--- config.mk ---
export PLATFORM = sky130hd
export DESIGN_NAME = chgcfg_regs
export DESIGN_NICKNAME = d
export VERILOG_FILES = /design/src/chgcfg_pkg.sv /design/src/chgcfg_regs.sv /design/src/chgcfg_tick.sv /design/src/chgcfg_timer.sv
export VERILOG_INCLUDE_DIRS = /design/src /design/src/src
export SDC_FILE = /design/constraint.sdc
export NUM_CORES = 1
export LEC_CHECK = 0
export ABC_AREA = 1
export BUFFER_PORTS_ARGS = -buffer_cell sky130_fd_sc_hd__buf_2
export CAP_MARGIN = 15
export CORE_MARGIN = 3
export CORE_UTILIZATION = 54
export DETAILED_ROUTE_END_ITERATION = 10
export PLACE_DENSITY = 0.81
export SLEW_MARGIN = 20
export SYNTH_ARGS = -nofsm -noshare
export SYNTH_HDL_FRONTEND = slang
export SYNTH_SLANG_ARGS = --single-unit
--- constraint.sdc ---
create_clock -name clock -period 2.1 [get_ports clock]
set_input_delay 0.105 -clock clock [delete_from_list [all_inputs] [get_ports clock]]
set_output_delay 0.105 -clock clock [all_outputs]
set_load 0.02 [all_outputs]
--- src/chgcfg_cfg.svh ---
// Register offsets, field positions, reset values and timing counts of the charger config bank
`ifndef CHGCFG_CFG_SVH
`define CHGCFG_CFG_SVH

`define CHGCFG_OFS_CONTROL      8'h04
`define CHGCFG_OFS_TIMING_VOLT  8'h05
`define CHGCFG_OFS_CURR_LIMITS  8'h06
`define CHGCFG_OFS_STATUS       8'h03

`define CHGCFG_RST_CONTROL      8'hb1
`define CHGCFG_RST_TIMING_VOLT  8'h80
`define CHGCFG_RST_CURR_LIMITS  8'hb2

// Field positions within the control register
`define CHGCFG_CTL_TIMER_LSB    6
`define CHGCFG_CTL_TMR_ON       5
`define CHGCFG_CTL_NTC          4
`define CHGCFG_CTL_RESET        3
`define CHGCFG_CTL_TERM         2
`define CHGCFG_CTL_FREEZE       1
`define CHGCFG_CTL_CHG_ON       0

// Status flag positions
`define CHGCFG_ST_THERMAL       7
`define CHGCFG_ST_POWER_PATH    6
`define CHGCFG_ST_TIMEOUT       2
`define CHGCFG_ST_PRE_TIMEOUT   1

// Timer clock: one tick per second at 50 MHz
`define CHGCFG_CLK_HZ           50000000
`define CHGCFG_TICK_CYCLES      (`CHGCFG_CLK_HZ)

// Timer limits in seconds
`define CHGCFG_FAST_4H_S        14400
`define CHGCFG_FAST_5H_S        18000
`define CHGCFG_FAST_6H_S        21600
`define CHGCFG_FAST_8H_S        28800
`define CHGCFG_PRE_30M_S        1800
`define CHGCFG_PRE_60M_S        3600

`endif

--- src/chgcfg_pkg.sv ---
// Types shared by the charger configuration bank
package chgcfg_pkg;

    typedef struct packed {
        logic [1:0] fast_timer_select;
        logic       safety_timers_on;
        logic       thermistor_curve_select;
        logic       charger_reset;
        logic       term_disable;
        logic       timer_freeze;
        logic       charger_on;
    } chgcfg_control_t;

    typedef struct packed {
        logic       timer_clock_halving;
        logic       precharge_threshold_select;
        logic [1:0] regulation_voltage_select;
        logic [3:0] spare;
    } chgcfg_timing_t;

    typedef struct packed {
        logic [1:0] charge_current_select;
        logic [1:0] power_path_threshold;
        logic       precharge_time_select;
        logic [1:0] stop_current_factor;
        logic       charge_temp_window;
    } chgcfg_limits_t;

    typedef enum logic [1:0] {
        CHGCFG_IDLE,
        CHGCFG_PRECHARGE,
        CHGCFG_FAST,
        CHGCFG_DONE
    } chgcfg_phase_t;

endpackage

--- src/chgcfg_regs.sv ---
// Charger configuration register bank with safety timers and status flags
`timescale 1ns/1ps
`include "chgcfg_cfg.svh"
//
// Contract
// - Fast-charge timer code selects 4, 5, 6 or 8 hours; resets to 10b.
// - Timer enable 0 disables precharge and fast timers; resets to 1.
// - Thermistor bit picks 100k curve at 0, 10k at 1; resets to 1.
// - Charger reset held while bit is 1; software writes 1 then 0.
// - Termination bit 1 blocks current-based termination; charger stays on.
// - Suspend bit 1 freezes both timers; resets to 0.
// - Charger enable bit turns charger off at 0, on at 1; resets 1.
// - Halving bit divides timer clock by 2 while thermal or path loop active.
// - Precharge threshold 2.9 V at 0, 2.5 V at 1; resets 0.
// - Power-path threshold 3.5, 3.75, 4, 4.25 V; resets 11b.
// - Termination current is factor times charge current; factor resets 01b.
// - Temperature window 0 to 45 C at 0, 0 to 60 C at 1.
// - Low four timing bits are spare, read/write, reset zero, no effect.
// - Timer expiry sets read-only timeout flag and stops charging.
// - Read-only flags show thermal loop and power-path loop activity.
module chgcfg_regs
    import chgcfg_pkg::*;
#(
    parameter int TICK_CYCLES = `CHGCFG_TICK_CYCLES
) (
    // Clock and reset
    input  wire logic       clock,
    input  wire logic       rst,
    // Register access from the serial interface
    input  wire logic       reg_write,
    input  wire logic [7:0] reg_addr,
    input  wire logic [7:0] reg_wdata,
    output logic      [7:0] reg_rdata,
    // Analog charger status
    input  wire logic       thermal_loop_active,
    input  wire logic       power_path_loop_active,
    input  wire logic       battery_present,
    input  wire logic       battery_above_precharge,
    input  wire logic       current_below_stop,
    // Charger controls
    output logic            charger_reset_active,
    output logic            charger_enable,
    output logic            thermistor_curve_select,
    output logic            charge_temp_window,
    output logic            precharge_threshold_select,
    output logic      [1:0] regulation_voltage_select,
    output logic      [1:0] charge_current_select,
    output logic      [1:0] power_path_threshold,
    output logic      [1:0] stop_current_factor,
    output logic            charging,
    output logic            charge_timeout_flag,
    output logic            precharge_timeout_flag,
    output logic            thermal_loop_flag,
    output logic            power_path_loop
);
    chgcfg_control_t ctl_reg;
    chgcfg_control_t ctl_next;
    chgcfg_timing_t  tim_reg;
    chgcfg_timing_t  tim_next;
    chgcfg_limits_t  lim_reg;
    chgcfg_limits_t  lim_next;
    chgcfg_phase_t   phase_reg;
    chgcfg_phase_t   phase_next;
    logic            tout_reg;
    logic            tout_next;
    logic            ptout_reg;
    logic            ptout_next;
    logic            thermal_loop_flag_reg;
    logic            power_path_loop_reg;
    logic            thermal_loop_flag_next;
    logic            power_path_loop_next;
    logic [7:0]      rdata_reg;
    logic [7:0]      rdata_next;
    logic            tick;
    logic            halve;
    logic            timers_run;
    logic            restart;
    logic            pre_expired;
    logic            fast_expired;
    logic [15:0]     fast_limit;
    logic [15:0]     pre_limit;

    function automatic logic [15:0] fast_secs(input logic [1:0] code);
        case (code)
            2'b00:   fast_secs = 16'(`CHGCFG_FAST_4H_S);
            2'b01:   fast_secs = 16'(`CHGCFG_FAST_5H_S);
            2'b10:   fast_secs = 16'(`CHGCFG_FAST_6H_S);
            default: fast_secs = 16'(`CHGCFG_FAST_8H_S);
        endcase
    endfunction

    function automatic logic hit(input logic [7:0] addr, input logic [7:0] ofs);
        hit = (addr == ofs);
    endfunction

    // Register writes; the spare low bits of the timing register store freely
    always_comb begin
        ctl_next = ctl_reg;
        tim_next = tim_reg;
        lim_next = lim_reg;
        if (reg_write && hit(reg_addr, `CHGCFG_OFS_CONTROL)) begin
            ctl_next = chgcfg_control_t'(reg_wdata);
        end
        if (reg_write && hit(reg_addr, `CHGCFG_OFS_TIMING_VOLT)) begin
            tim_next = chgcfg_timing_t'(reg_wdata);
        end
        if (reg_write && hit(reg_addr, `CHGCFG_OFS_CURR_LIMITS)) begin
            lim_next = chgcfg_limits_t'(reg_wdata);
        end
    end

    // Reads of the status byte return live flags; flags are read-only
    always_comb begin
        case (reg_addr)
            `CHGCFG_OFS_STATUS:      rdata_next = {thermal_loop_flag_reg, power_path_loop_reg, 3'h0, tout_reg,
                                                   ptout_reg, 1'b0};
            `CHGCFG_OFS_CONTROL:     rdata_next = ctl_reg;
            `CHGCFG_OFS_TIMING_VOLT: rdata_next = tim_reg;
            `CHGCFG_OFS_CURR_LIMITS: rdata_next = lim_reg;
            default:                 rdata_next = 8'h00;
        endcase
    end

    // Charger reset or disable restarts the algorithm and clears timeouts
    assign restart    = ctl_reg.charger_reset || !ctl_reg.charger_on;
    assign timers_run = ctl_reg.safety_timers_on && !ctl_reg.timer_freeze;
    assign halve      = tim_reg.timer_clock_halving &&
                        (thermal_loop_flag_reg || power_path_loop_reg);
    assign fast_limit = fast_secs(ctl_reg.fast_timer_select);
    assign pre_limit  = lim_reg.precharge_time_select ?
                        16'(`CHGCFG_PRE_60M_S) : 16'(`CHGCFG_PRE_30M_S);

    chgcfg_tick #(
        .TICK_CYCLES (TICK_CYCLES)
    ) u_tick (
        .clock (clock),
        .rst   (rst),
        .halve (halve),
        .tick  (tick)
    );

    chgcfg_timer u_pre_timer (
        .clock   (clock),
        .rst     (rst),
        .clear   (restart || phase_reg != CHGCFG_PRECHARGE),
        .run     (timers_run),
        .tick    (tick),
        .limit   (pre_limit),
        .expired (pre_expired)
    );

    chgcfg_timer u_fast_timer (
        .clock   (clock),
        .rst     (rst),
        .clear   (restart || phase_reg != CHGCFG_FAST),
        .run     (timers_run),
        .tick    (tick),
        .limit   (fast_limit),
        .expired (fast_expired)
    );

    // Charge sequence: precharge, fast charge, done
    always_comb begin
        phase_next = phase_reg;
        tout_next  = tout_reg;
        ptout_next = ptout_reg;
        if (restart) begin
            phase_next = CHGCFG_IDLE;
            tout_next  = 1'b0;
            ptout_next = 1'b0;
        end else begin
            case (phase_reg)
                CHGCFG_IDLE: begin
                    if (battery_present && !tout_reg) begin
                        phase_next = battery_above_precharge ? CHGCFG_FAST
                                                             : CHGCFG_PRECHARGE;
                    end
                end
                CHGCFG_PRECHARGE: begin
                    if (timers_run && pre_expired) begin
                        tout_next  = 1'b1;
                        ptout_next = 1'b1;
                        phase_next = CHGCFG_DONE;
                    end else if (battery_above_precharge) begin
                        phase_next = CHGCFG_FAST;
                    end
                end
                CHGCFG_FAST: begin
                    if (timers_run && fast_expired) begin
                        tout_next  = 1'b1;
                        phase_next = CHGCFG_DONE;
                    end else if (!ctl_reg.term_disable && current_below_stop) begin
                        phase_next = CHGCFG_DONE;
                    end
                end
                CHGCFG_DONE: begin
                    phase_next = CHGCFG_DONE;
                end
                default: begin
                    phase_next = CHGCFG_IDLE;
                end
            endcase
        end
    end

    // Loop status copies; one cycle of lag is negligible against one-second ticks
    always_comb begin
        thermal_loop_flag_next = thermal_loop_active;
        power_path_loop_next = power_path_loop_active;
    end

    // Configuration registers
    always_ff @(posedge clock) begin
        if (rst) begin
            ctl_reg <= chgcfg_control_t'(`CHGCFG_RST_CONTROL);
            tim_reg <= chgcfg_timing_t'(`CHGCFG_RST_TIMING_VOLT);
            lim_reg <= chgcfg_limits_t'(`CHGCFG_RST_CURR_LIMITS);
        end else begin
            ctl_reg <= ctl_next;
            tim_reg <= tim_next;
            lim_reg <= lim_next;
        end
    end

    // Charge sequence and sticky timeout flags
    always_ff @(posedge clock) begin
        if (rst) begin
            phase_reg <= CHGCFG_IDLE;
            tout_reg  <= 1'b0;
            ptout_reg <= 1'b0;
        end else begin
            phase_reg <= phase_next;
            tout_reg  <= tout_next;
            ptout_reg <= ptout_next;
        end
    end

    // Loop flags and read data
    always_ff @(posedge clock) begin
        if (rst) begin
            thermal_loop_flag_reg  <= 1'b0;
            power_path_loop_reg  <= 1'b0;
            rdata_reg <= 8'h00;
        end else begin
            thermal_loop_flag_reg  <= thermal_loop_flag_next;
            power_path_loop_reg  <= power_path_loop_next;
            rdata_reg <= rdata_next;
        end
    end

    // Configuration fields go straight from flops to the analog loops
    assign reg_rdata                  = rdata_reg;
    assign charger_reset_active       = ctl_reg.charger_reset;
    assign charger_enable             = ctl_reg.charger_on;
    assign thermistor_curve_select    = ctl_reg.thermistor_curve_select;
    assign charge_temp_window         = lim_reg.charge_temp_window;
    assign precharge_threshold_select = tim_reg.precharge_threshold_select;
    assign regulation_voltage_select  = tim_reg.regulation_voltage_select;
    assign charge_current_select      = lim_reg.charge_current_select;
    assign power_path_threshold       = lim_reg.power_path_threshold;
    assign stop_current_factor        = lim_reg.stop_current_factor;
    assign charging = (phase_reg == CHGCFG_PRECHARGE) ||
                      (phase_reg == CHGCFG_FAST);
    assign charge_timeout_flag        = tout_reg;
    assign precharge_timeout_flag     = ptout_reg;
    assign thermal_loop_flag          = thermal_loop_flag_reg;
    assign power_path_loop            = power_path_loop_reg;
endmodule // chgcfg_regs

--- src/chgcfg_tick.sv ---
// Timer time-base: one-second ticks, halved rate when requested
`timescale 1ns/1ps
`include "chgcfg_cfg.svh"
module chgcfg_tick
    import chgcfg_pkg::*;
#(
    parameter int TICK_CYCLES = `CHGCFG_TICK_CYCLES
) (
    // Clock and reset
    input  wire logic clock,
    input  wire logic rst,
    // Control
    input  wire logic halve,
    // Tick out
    output logic      tick
);
    logic [31:0] count_reg;
    logic [31:0] count_next;
    logic        half_reg;
    logic        half_next;
    logic        wrap;

    assign wrap = (count_reg == 32'(TICK_CYCLES - 1));
    assign tick = wrap && (!halve || half_reg);

    always_comb begin
        count_next = wrap ? 32'h0 : count_reg + 32'h1;
        half_next  = half_reg;
        if (wrap) begin
            half_next = halve ? !half_reg : 1'b0;
        end
    end

    always_ff @(posedge clock) begin
        if (rst) begin
            count_reg <= 32'h0;
            half_reg  <= 1'b0;
        end else begin
            count_reg <= count_next;
            half_reg  <= half_next;
        end
    end
endmodule // chgcfg_tick

--- src/chgcfg_timer.sv ---
// Seconds counter that flags expiry at a selectable limit
`timescale 1ns/1ps
module chgcfg_timer (
    // Clock and reset
    input  wire logic        clock,
    input  wire logic        rst,
    // Control
    input  wire logic        clear,
    input  wire logic        run,
    input  wire logic        tick,
    input  wire logic [15:0] limit,
    // Result
    output logic             expired
);
    logic [15:0] secs_reg;
    logic [15:0] secs_next;

    assign expired = (secs_reg >= limit);

    always_comb begin
        secs_next = secs_reg;
        if (clear) begin
            secs_next = 16'h0;
        end else if (run && tick && !expired) begin
            secs_next = secs_reg + 16'h1;
        end
    end

    always_ff @(posedge clock) begin
        if (rst) begin
            secs_reg <= 16'h0;
        end else begin
            secs_reg <= secs_next;
        end
    end
endmodule // chgcfg_timer

* After elaboration in Yosys (flattened, before gate mapping)
Cells that the tools add are included.
** Operators by class
- Add/sub/neg operators :: 3
- $mul :: 0
- Divide/modulo/power cells :: 0
- Magnitude comparators :: 2
- Equal/unequal tests :: 17
- Shift-type cells :: 0
- Mux-type cells :: 14
- Bitwise logic cells :: 0
- Reduce and logical (&&, ||, !) cells :: 37
** Operators with widths (count)
- $pmux 15 s3 :: 1
- $add 16x1->16 const B :: 2
- $add 32x1->32 const B :: 1
- $eq 32x26->1 const B :: 1
- $pmux 8 s4 :: 1
- $eq 8x3->1 const B :: 3
- $ge 16x12->1 :: 1
- $ge 16x15->1 :: 1
- $logic_and 1x1->1 :: 13
- $mux 12 :: 1
- $mux 2 :: 6
- $eq 8x2->1 const B :: 1
- $logic_not 1->1 :: 8
- $ne 2x2->1 const B :: 4
- $pmux 2 s4 :: 1
- $reduce_or 2->1 :: 4
- $eq 2x2->1 const B :: 3
- $logic_or 1x1->1 :: 6
- $ne 3x3->1 const B :: 2
- $reduce_and 3->1 :: 2
- $eq 2x1->1 const B :: 2
- $logic_not 2->1 :: 2
- $mux 1 :: 3
- $ne 2x1->1 const B :: 1
- other kinds (3) :: 3
** Word-level totals
- Register bits :: 103
- Latch bits :: 0
- Memory bits (writable) :: 0
- Bits in read-only memories :: 0
- Input port bits :: 24
- Logic and storage cells :: 99
- Memories :: 0

* Longest topological paths before layout
Gate-level depths: netlist (run 1).
- Depth after elaboration :: 7
- Depth in mapped cells :: 16
- Mapped depth without buffers :: 16

* By module
Synthesis (run 1) repeated with hierarchy kept, for this count alone.
** Second synthesis, totals
- Cell total of the unflattened synthesis :: 1074
- Area, all modules :: 6974.2 sq um
** By module, submodules not included
- chgcfg_timer :: times used 2, cells an instance 246, area an instance 1468.9 sq um, seq. area each 320.3 sq um
- chgcfg_regs :: times used 1, cells an instance 281, area an instance 2052.0 sq um, seq. area each 760.7 sq um
- chgcfg_tick :: times used 1, cells an instance 301, area an instance 1984.4 sq um, seq. area each 660.6 sq um

* Least setup slack after synthesis (run 1)
No wires, ideal clock.
- Path kind :: flip-flop to flip-flop
- Start :: reg ctl_reg[6] (netlist bit)
- End :: reg u_fast_timer.secs_reg[7]
- Library setup time :: 0.070 ns
- Arrival time :: 2.140 ns
- Setup slack :: -0.110 ns
- Stages on the path, launching flop included :: 14
- Buffers on the path :: 1
- Clock period less this slack :: 2.210 ns
- Path through :: dfxtp_1 > inv_1 > ha_1 > ha_1 > nand2_1 > nor3_1 > nor3b_1 > nand2_1 > nand2_1 > inv_2 > nand2_1 > buf_2 > nand2_1 > a21oi_1
** Between the ends
- Word-level cells in the longest chain between the ends :: 5
- Elaborated cells on any way between the ends :: 7
- Classes of those cells :: order compare (1); eq/ne (2); mux (1); reduce/logical (3)
** Ends and longest elaborated chain
- start: declaration :: line chgcfg_regs.sv:56 : chgcfg_control_t ctl_reg;
- start signal: assignment :: line chgcfg_regs.sv:215 : ctl_reg <= chgcfg_control_t'(`CHGCFG_RST_CONTROL);
- start signal: assignment :: line chgcfg_regs.sv:219 : ctl_reg <= ctl_next;
- $eq 2x2->1, or another cell as far along :: line chgcfg_regs.sv:84 : case (code)
- $pmux 15 s3 (*) :: line chgcfg_regs.sv:84
- $ge 16x15->1 (*) :: line chgcfg_timer.sv:18 : assign expired = (secs_reg >= limit);
- $logic_not 1->1 (*) :: line chgcfg_timer.sv:24 : end else if (run && tick && !expired) begin
- $logic_and 1x1->1 (*) :: line chgcfg_timer.sv:24
- end signal: assignment :: line chgcfg_timer.sv:33 : secs_reg <= secs_next;
- end: declaration :: line chgcfg_timer.sv:15 : logic [15:0] secs_reg;
Every way passes the cells marked *; elsewhere a longest branch is shown, timed or not.
A chain may end at the register's enable or synchronous reset.

* Worst setup path after layout (run 1)
- Start :: reg ctl_reg[7] (netlist bit)
- End :: reg phase_reg[0]
** Between the ends
- Word-level cells in the longest chain between the ends :: 6
- Elaborated cells on any way between the ends :: 10
- Classes of those cells :: order compare (1); eq/ne (3); mux (3); reduce/logical (3)
** Ends and longest elaborated chain
- $eq 2x2->1, or another cell as far along :: line chgcfg_regs.sv:84
- $pmux 15 s3 (*) :: line chgcfg_regs.sv:84
- $ge 16x15->1 (*) :: line chgcfg_timer.sv:18
- $logic_and 1x1->1 (*) :: line chgcfg_regs.sv:189 : if (timers_run && fast_expired) begin
- $mux 2 / $ne 3x3->1 (equally long branches)
- $pmux 2 s4 / $reduce_and 3->1 (equally long branches)
- end signal: assignment :: line chgcfg_regs.sv:232 : phase_reg <= phase_next;
- end: declaration :: line chgcfg_regs.sv:62 : chgcfg_phase_t phase_reg;
Marked as above.

==> results of run 1 <==
[power by group through the flow]
stage	Clock, mW	Combinational (mW)	Sequential, mW
after floorplan	0	0.250	2.06
final	1.33	0.429	2.01
after global routing	1.40	0.480	2.01
after global placement	0	0.376	2.05
after detailed placement	0	0.378	2.05
after CTS	1.34	0.397	2.01
[placed cells by master, fill, tap and decap left out, types with 8 or more instances in the layout]
| cell | synthesis | final |
|---|---|---|
| a21oi_1 | 64 | 53 |
| a21oi_2 | 0 | 11 |
| buf_2 | 4 | 49 |
| buf_4 | 8 | 21 |
| clkbuf_8 | 0 | 9 |
| dfxtp_1 | 103 | 99 |
| dlygate4sd3_1 | 0 | 12 |
| ha_1 | 28 | 21 |
| inv_1 | 111 | 105 |
| inv_2 | 4 | 8 |
| nand2_1 | 149 | 140 |
| nand2_2 | 1 | 9 |
| nand3_1 | 63 | 43 |
| nand3_2 | 0 | 20 |
| nand4_1 | 21 | 21 |
| nor2_1 | 88 | 84 |
| nor3_1 | 20 | 19 |
| nor3b_1 | 10 | 9 |
| o21ai_0 | 21 | 21 |
| xor2_1 | 25 | 25 |
[layout make-up]
cell class / instances / share of cell area (%)
well taps: 133 / 2.47
clock inverters: 7 / 1.32
flip-flops and latches: 103 / 30.7
repair buffers: 90 / 9.29
inverters: 115 / 6.56
clock buffers: 9 / 1.84
multi-input cells: 545 / 47.8
[logic make-up after synthesis]
| kind of cell | Yosys count |
|---|---|
| compound gates | 110 |
| xor+xnor | 30 |
| fa+ha+maj | 28 |
| buf+inv | 140 |
| flops | 103 |
| simple gates | 376 |
[worst max path at each step]
stage	start	to	slack, ns	cells past startpoint
floorplan	ctl_reg[7]$_SDFFE_PP1P_	u_fast_timer.secs_reg[8]$_SDFFE_PP0P_	0.02	15
global placement	ctl_reg[7]$_SDFFE_PP1P_	u_fast_timer.secs_reg[9]$_SDFFE_PP0P_	0.03	14
detailed placement	ctl_reg[7]$_SDFFE_PP1P_	u_fast_timer.secs_reg[9]$_SDFFE_PP0P_	-0.12	12
CTS	ctl_reg[7]$_SDFFE_PP1P_	u_fast_timer.secs_reg[7]$_SDFFE_PP0P_	0.004	14
global route	ctl_reg[7]$_SDFFE_PP1P_	phase_reg[0]$_SDFFE_PP0P_	-0.19	13
finish	ctl_reg[7]$_SDFFE_PP1P_	phase_reg[0]$_SDFFE_PP0P_	-0.07	15
[worst max-delay path: cells and delay by family (launching register included)]
family                   cells  cell delay (ns)
adder cells (fa/ha/maj)      2             0.54
buffers and inverters        3             0.17
flip-flops                   1             0.40
AND/OR/NAND/NOR             10             0.98
[routing by layer]
layer  wire, um  up-vias  GRT usage [%]  part of all wire (%)
met2       6810      196           38.2                    48
met4        281        0           6.94                   2.0
li1           -     2721              -                     -
met1       6150     2495           30.2                    44
met3        837       26           4.50                   5.9
met5          0        -              0                     0
[repair_timing]
action                                  4_1_cts  5_1_grt
endpoints found under the setup margin       18       39
buffers inserted                              1        4
gates cloned                                  1        1
endpoints found under the hold margin        14        0
pin swaps                                     8       31
gates resized for setup                      17       61
hold buffers                                 12        0
==> summary.md, run 1 <==
| Metric | Value |
|---|---|
| Pre-CTS WS | `-0.121 ns` |
| Worst setup path class | `reg -> reg` |
| R2r endpoint | `phase_reg[0]$_SDFFE_PP0P_` |
| Count leader, synth | `nand2_1` |
| Gpl congestion | `0.877` |
| Largest family of logic cells by synthesized area | `simple AND/OR/NAND/NOR gates` |
| Relative slew slack | `53.5%` |
| Worst-path clk slew | `0.12 ns` |
| Seq cells post-synth | `103` |
| Cell Rows | `36` |
| Mux cell area share after synthesis | `0%` |
| Ant. Diodes | `0` |
| DR DRC count | `0` |
| Min Tclk post-route | `2.17 ns` |
| WP data arrival | `2.47 ns` |
| Final hold vios | `0` |
| Worst skew pair latency | `0.39 ns` |
| Crit-path slowest cell | `dfxtp_4` |
| Core region area | `9910 um2` |
| Worst-margin pin slew | `0.697 ns` |
| Synth top area share | `37.1%` |
| Initial DRC count | `258` |
| Highest clock rate | `460 MHz` |
| Pint | `2.62 mW` |
| Top cells by area, synth | `dfxtp_1, nand2_1, inv_1` |
| Post-Route WL | `14100 um` |
| FF-to-FF setup slack | `-0.07 ns` |
| Commonest cells post-synth | `nand2_1, inv_1, dfxtp_1, nor2_1, a21oi_1` |
| Clock power frac | `35.3%` |
| Syn_nets | `839` |
| Port Buffers | `49` |
| Reg power frac | `53.3%` |
| Cells after DPL | `967` |
| Area growth syn-to-layout | `21.0%` |
| Yosys warnings | `0` |
| Worst Setup Start Kind | `flip-flop` |
| Worst Hold End | `u_tick.half_reg$_SDFFE_PP0N_` |
| CTS tree | `done` |
| Congestion Overflow GR | `0` |
| Register area share after synthesis | `37.1%` |
| Fillers | `812` |
| Placed cell areas | `6020 um2` |
| Tot GR Track Use | `23.0%` |
| Synth area leader | `dfxtp_1` |
| Power per cell area | `560 nW/um2` |
| Die Ht | `107 um` |
| Total number of vias | `5438` |
| Post-synth ARST share | `0%` |
| CP max stage delay | `0.40 ns` |
| Status | `finished with violations` |
| H-tree lvl count | `3` |
| Final Max Slew Viols | `0` |
| Fin area | `6730 um2` |
| Synth Area per Inst | `7.07 um2` |
| Synthesized area | `5560 um2` |
| Hold crit path type | `in -> reg` |
| Full die area | `11600 um2` |
| Area of the multi-input gates | `3220 um2` |
| Worst Hold Path Cells | `2` |
| Total power | `3.77 mW` |
| Max FFs per register | `32` |
| Max Cap Violations | `0` |
| Critical Path End Type | `flip-flop` |
| Crit path cell chain | `inv_6, ha_4, inv_2, ha_4, nand2_2, inv_2, nand3_2, nor3b_2, nand2_1, nand2_2, nand2_2, nand2_2, nand4_1, nor2_1, nor2_1` |
| Register area | `2070 um2` |
| Most frequent CP cell | `nand2_2` |
| Lkg Pwr | `2.58 nW` |
| Starting density of the core | `56.1%` |
| Clock root cell | `clkbuf_8` |
| Layout Nets | `916` |
| Max rail drop VDD | `0.400 mV` |
| Antenna violations before repair | `0` |
| Clock Sinks | `103` |
| Hold slack final | `0.0261 ns` |
| Post-synthesis compound-gate area fraction | `11.0%` |
| Comb power frac | `11.4%` |
| Failing checks | `setup timing` |
| Ys flop type | `dfxtp_1` |
| Clk_skew | `0.0236 ns` |
| Largest net degree at the start of global routing | `31` |
| DR pass1 iterations | `6` |
| Hpwl dp | `9170 um` |
| Final setup vio count | `18` |
| Finished Core Util | `67.9%` |
| Number of global-route vias before repair | `5008` |
| PnR worst setup slack | `-0.0723 ns` |
| Synth cell types | `38` |
| First-pass GRT wire length | `22100 um` |
| Critical path peak fanout | `5` |
| NetSw | `1.15 mW` |
| Synth Area in XOR/XNOR | `4.72%` |
| Setup TNS | `-0.932 ns` |
| Unrepaired setup endpoints after global routing | `yes` |
| Post-synthesis adder-cell area fraction | `6.30%` |
| EDFF count, synth | `0` |
| Hold_sp | `rst` |
| Sw Ratio | `30.4%` |
| R2R depth | `15` |
| Fin cells | `1002` |
| Tcrit/Tclk final | `103%` |
| IO Count | `50` |
| Die width | `107 um` |
| Cells after Synth | `787` |
| Share of cells above drive strength 1 | `20.3%` |
| Worst r2r src | `ctl_reg[7]$_SDFFE_PP1P_` |
| Vias/cell | `5.43` |
| Number of routed nets with antenna violations | `0` |
| Clock Path Buffers | `2` |
| Post-Synth Simple-Gate Area | `30.6%` |
| WL/cell | `14.0 um` |
| CTS Buf Count | `9` |
| WP data required | `2.40 ns` |
No activity file was read; power rests on OpenSTA's default activity.
==> run 2, diff against run 1 <==
--- a/config.mk
+++ b/config.mk
@@ -13,5 +13,5 @@
 export CORE_UTILIZATION = 54
 export DETAILED_ROUTE_END_ITERATION = 10
-export PLACE_DENSITY = 0.81
+export PLACE_DENSITY = 0.8
 export SLEW_MARGIN = 20
 export SYNTH_ARGS = -nofsm -noshare
==> constraint.sdc (replaced) <==
create_clock -name clock -period 2.1 [get_ports clock]
set_input_delay 0.42 -clock clock [delete_from_list [all_inputs] [get_ports clock]]
set_output_delay 0.42 -clock clock [all_outputs]
set_load 0.02 [all_outputs]
==> run 2 against run 1 <==
The run still ends with setup timing left. Critical path depth stayed put. Largest power group unchanged. Register-to-register slack worse by 0.03 ns. Clock power is 8% lower. Flip-flop and latch count stayed put. Fmax is 1.5% lower. Routed wire length is 3.5% higher. Via count is 2.4% higher.
==> summary.md, run 2 (synthesis gave the netlist of run 1 again) <==
| Metric | Value |
|---|---|
| Status | `finished with violations (unchanged)` |
| Failing checks | `setup timing (unchanged)` |
| FF-to-FF setup slack | `-0.11 ns (was -0.07 ns)` |
| Starting density of the core | `56.1% (unchanged)` |
| Worst Setup Start Kind | `flip-flop (unchanged)` |
| Port Buffers | `49 (unchanged)` |
| WL/cell | `14.7 um (was 14.0 um)` |
| # hold bufs at CTS | `0 (was 12)` |
| Final hold vios | `0 (unchanged)` |
| Relative slew slack | `53.4% (was 53.5%)` |
| Die width | `107 um (unchanged)` |
| Commonest cells after routing, fill and taps aside | `nand2_1, inv_1, dfxtp_1 (unchanged)` |
| DR pass1 iterations | `5 (was 6)` |
| Gpl congestion | `0.908 (was 0.877)` |
| Worst setup path class | `reg -> reg (unchanged)` |
| Share of cells above drive strength 1 | `20.3% (about the same)` |
| Vias/cell | `5.62 (was 5.43)` |
| Power per cell area | `553 nW/um2 (was 560 nW/um2)` |
| Critical path peak fanout | `4 (was 5)` |
| Fin area | `6620 um2 (was 6730 um2)` |
| Final Max Slew Viols | `0 (unchanged)` |
| Congestion Overflow GR | `0 (unchanged)` |
| Clock Path Buffers | `2 (unchanged)` |
| Worst Setup EP | `phase_reg[0]$_SDFFE_PP0P_ (unchanged)` |
| PnR worst setup slack | `-0.106 ns (was -0.0723 ns)` |
| Largest net degree at the start of global routing | `31 (unchanged)` |
| Worst r2r src | `ctl_reg[6]$_SDFFE_PP0P_ (was ctl_reg[7]$_SDFFE_PP1P_)` |
| Final setup vio count | `17 (was 18)` |
| Worst-path clk slew | `0.10 ns (was 0.12 ns)` |
| Total number of vias | `5571 (was 5438)` |
| Tot GR Track Use | `24.8% (was 23.0%)` |
| Layout Nets | `906 (was 916)` |
| Highest clock rate | `453 MHz (was 460 MHz)` |
| Post-Route WL | `14600 um (was 14100 um)` |
| Clock Sinks | `103 (unchanged)` |
| R2R depth | `15 (unchanged)` |
| Number of routed nets with antenna violations | `0 (unchanged)` |
| Full die area | `11600 um2 (unchanged)` |
| Clock root cell | `clkbuf_8 (unchanged)` |
| Min Tclk post-route | `2.21 ns (was 2.17 ns)` |
| Die Ht | `107 um (unchanged)` |
| Finished Core Util | `66.8% (was 67.9%)` |
| Worst skew pair latency | `0.38 ns (was 0.39 ns)` |
| Max FFs per register | `32 (unchanged)` |
| Max Cap Violations | `0 (unchanged)` |
| Clk_skew | `0.0142 ns (was 0.0236 ns)` |
| Initial DRC count | `381 (was 258)` |
| Setup TNS | `-0.985 ns (was -0.932 ns)` |
| Antenna violations before repair | `0 (unchanged)` |
| Busiest grt layer | `met2 (unchanged)` |
| WP data arrival | `2.53 ns (was 2.47 ns)` |
| Most common cell after layout, fill and taps aside | `nand2_1 (unchanged)` |
| Area growth syn-to-layout | `19.0% (was 21.0%)` |
| Placed cell areas | `6020 um2 (about the same)` |
| CTS tree | `done (unchanged)` |
| First-pass GRT wire length | `23700 um (was 22100 um)` |
| Worst Setup SP | `ctl_reg[6]$_SDFFE_PP0P_ (was ctl_reg[7]$_SDFFE_PP1P_)` |
| WP data required | `2.42 ns (was 2.40 ns)` |
| Hold crit path type | `in -> reg (unchanged)` |
| Met1 Use GR | `31.2% (was 30.2%)` |
| H-tree lvl count | `3 (unchanged)` |
| Ant. Diodes | `0 (unchanged)` |
| IO Count | `50 (unchanged)` |
| Unrepaired setup endpoints after global routing | `yes (unchanged)` |
| Pre-CTS WS | `-0.131 ns (was -0.121 ns)` |
| CTS Buf Count | `9 (unchanged)` |
| Critical Path End Type | `flip-flop (unchanged)` |
| Routing usage on met3 | `3.48% (was 4.50%)` |
| Met2 GRT Util | `42.7% (was 38.2%)` |
| Cell Rows | `36 (unchanged)` |
| Core region area | `9910 um2 (unchanged)` |
| Worst-margin pin slew | `0.698 ns (was 0.697 ns)` |
| Tcrit/Tclk final | `105% (was 103%)` |
| Lkg Pwr | `2.53 nW (was 2.58 nW)` |
| Hpwl dp | `9960 um (was 9170 um)` |
| Number of global-route vias before repair | `5358 (was 5008)` |
| Max rail drop VDD | `0.486 mV (was 0.400 mV)` |
| R2r endpoint | `phase_reg[0]$_SDFFE_PP0P_ (unchanged)` |
| DR DRC count | `0 (unchanged)` |
## run 2: changes by cell type in the layout (fill, tap and decap cells not counted), sizes merged
cell | previous run | this run
buf | 78 | 80
inv | 119 | 118
clkbuf | 9 | 11
clkinv | 3 | 2
dlygate4sd3 | 12 | 0
## run 2: report_power, final
| group | internal (mW) | total, mW | switching, mW |
|---|---|---|---|
| Sequential | 1.98 | 2.01 | 0.0284 |
| Combinational | 0.129 | 0.416 | 0.287 |
| Clock | 0.506 | 1.23 | 0.723 |
## run 2: layout make-up
cell class / instances / area, um2
flip-flops and latches: 103 / 2070
multi-input cells: 545 / 3200
well taps: 133 / 166
fillers: 803 / 3290
clock buffers: 11 / 151
inverters: 115 / 439
repair buffers: 80 / 552
clock inverters: 5 / 36.3
## run 2: per-layer routing
| metal | part of all wire, % | up-vias |
|---|---|---|
| met5 | 0 | - |
| met4 | 2.9 | 0 |
| met3 | 6.6 | 42 |
| met2 | 49 | 261 |
| met1 | 42 | 2568 |
| li1 | - | 2700 |
## run 2: how the worst min path moves through the flow
stage / cells after the start / start / slack (ns) / to
after floorplan: 2 / u_pre_timer.secs_reg[15]$_SDFFE_PP0P_ / 0.42 / u_pre_timer.secs_reg[15]$_SDFFE_PP0P_
after global placement: 2 / u_pre_timer.secs_reg[15]$_SDFFE_PP0P_ / 0.43 / u_pre_timer.secs_reg[15]$_SDFFE_PP0P_
after detailed placement: 2 / u_pre_timer.secs_reg[15]$_SDFFE_PP0P_ / 0.43 / u_pre_timer.secs_reg[15]$_SDFFE_PP0P_
after CTS: 3 / power_path_loop_active / 0.26 / power_path_loop$_SDFF_PP0_
after global routing: 3 / power_path_loop_active / 0.26 / power_path_loop$_SDFF_PP0_
final: 3 / power_path_loop_active / 0.27 / power_path_loop$_SDFF_PP0_
## run 2: what timing repair did
action,4_1_cts,5_1_grt
endpoints found under the hold margin,0,0
cloned,1,1
endpoints found under the setup margin,17,40
pin swaps,15,23
resized for setup,22,51
buffers inserted,4,6
## run 2: per-stage QoR
step           hold WS, ns  power, mW  cells
3_3_place_gp         0.425       2.42    965
5_1_grt              0.261       3.79    992
2_1_floorplan        0.415       2.31    787
3_5_place_dp         0.430       2.44    965
4_1_cts              0.256       3.64    986
6_report             0.268       3.66    992
## run 2: worst max-delay path: stages, from the launching register on
cell and delay [ns]:
dfxtp_2 0.34, buf_4 0.15, ha_2 0.22, ha_4 0.27, nand2_1 0.07, nor3_2 0.15
buf_4 0.14, buf_4 0.11, a21oi_2 0.05, nand2_2 0.09, nand2_1 0.08, nand2_1 0.12
nand3_1 0.12, nand2_1 0.08, nand2_1 0.05, nor2_1 0.10
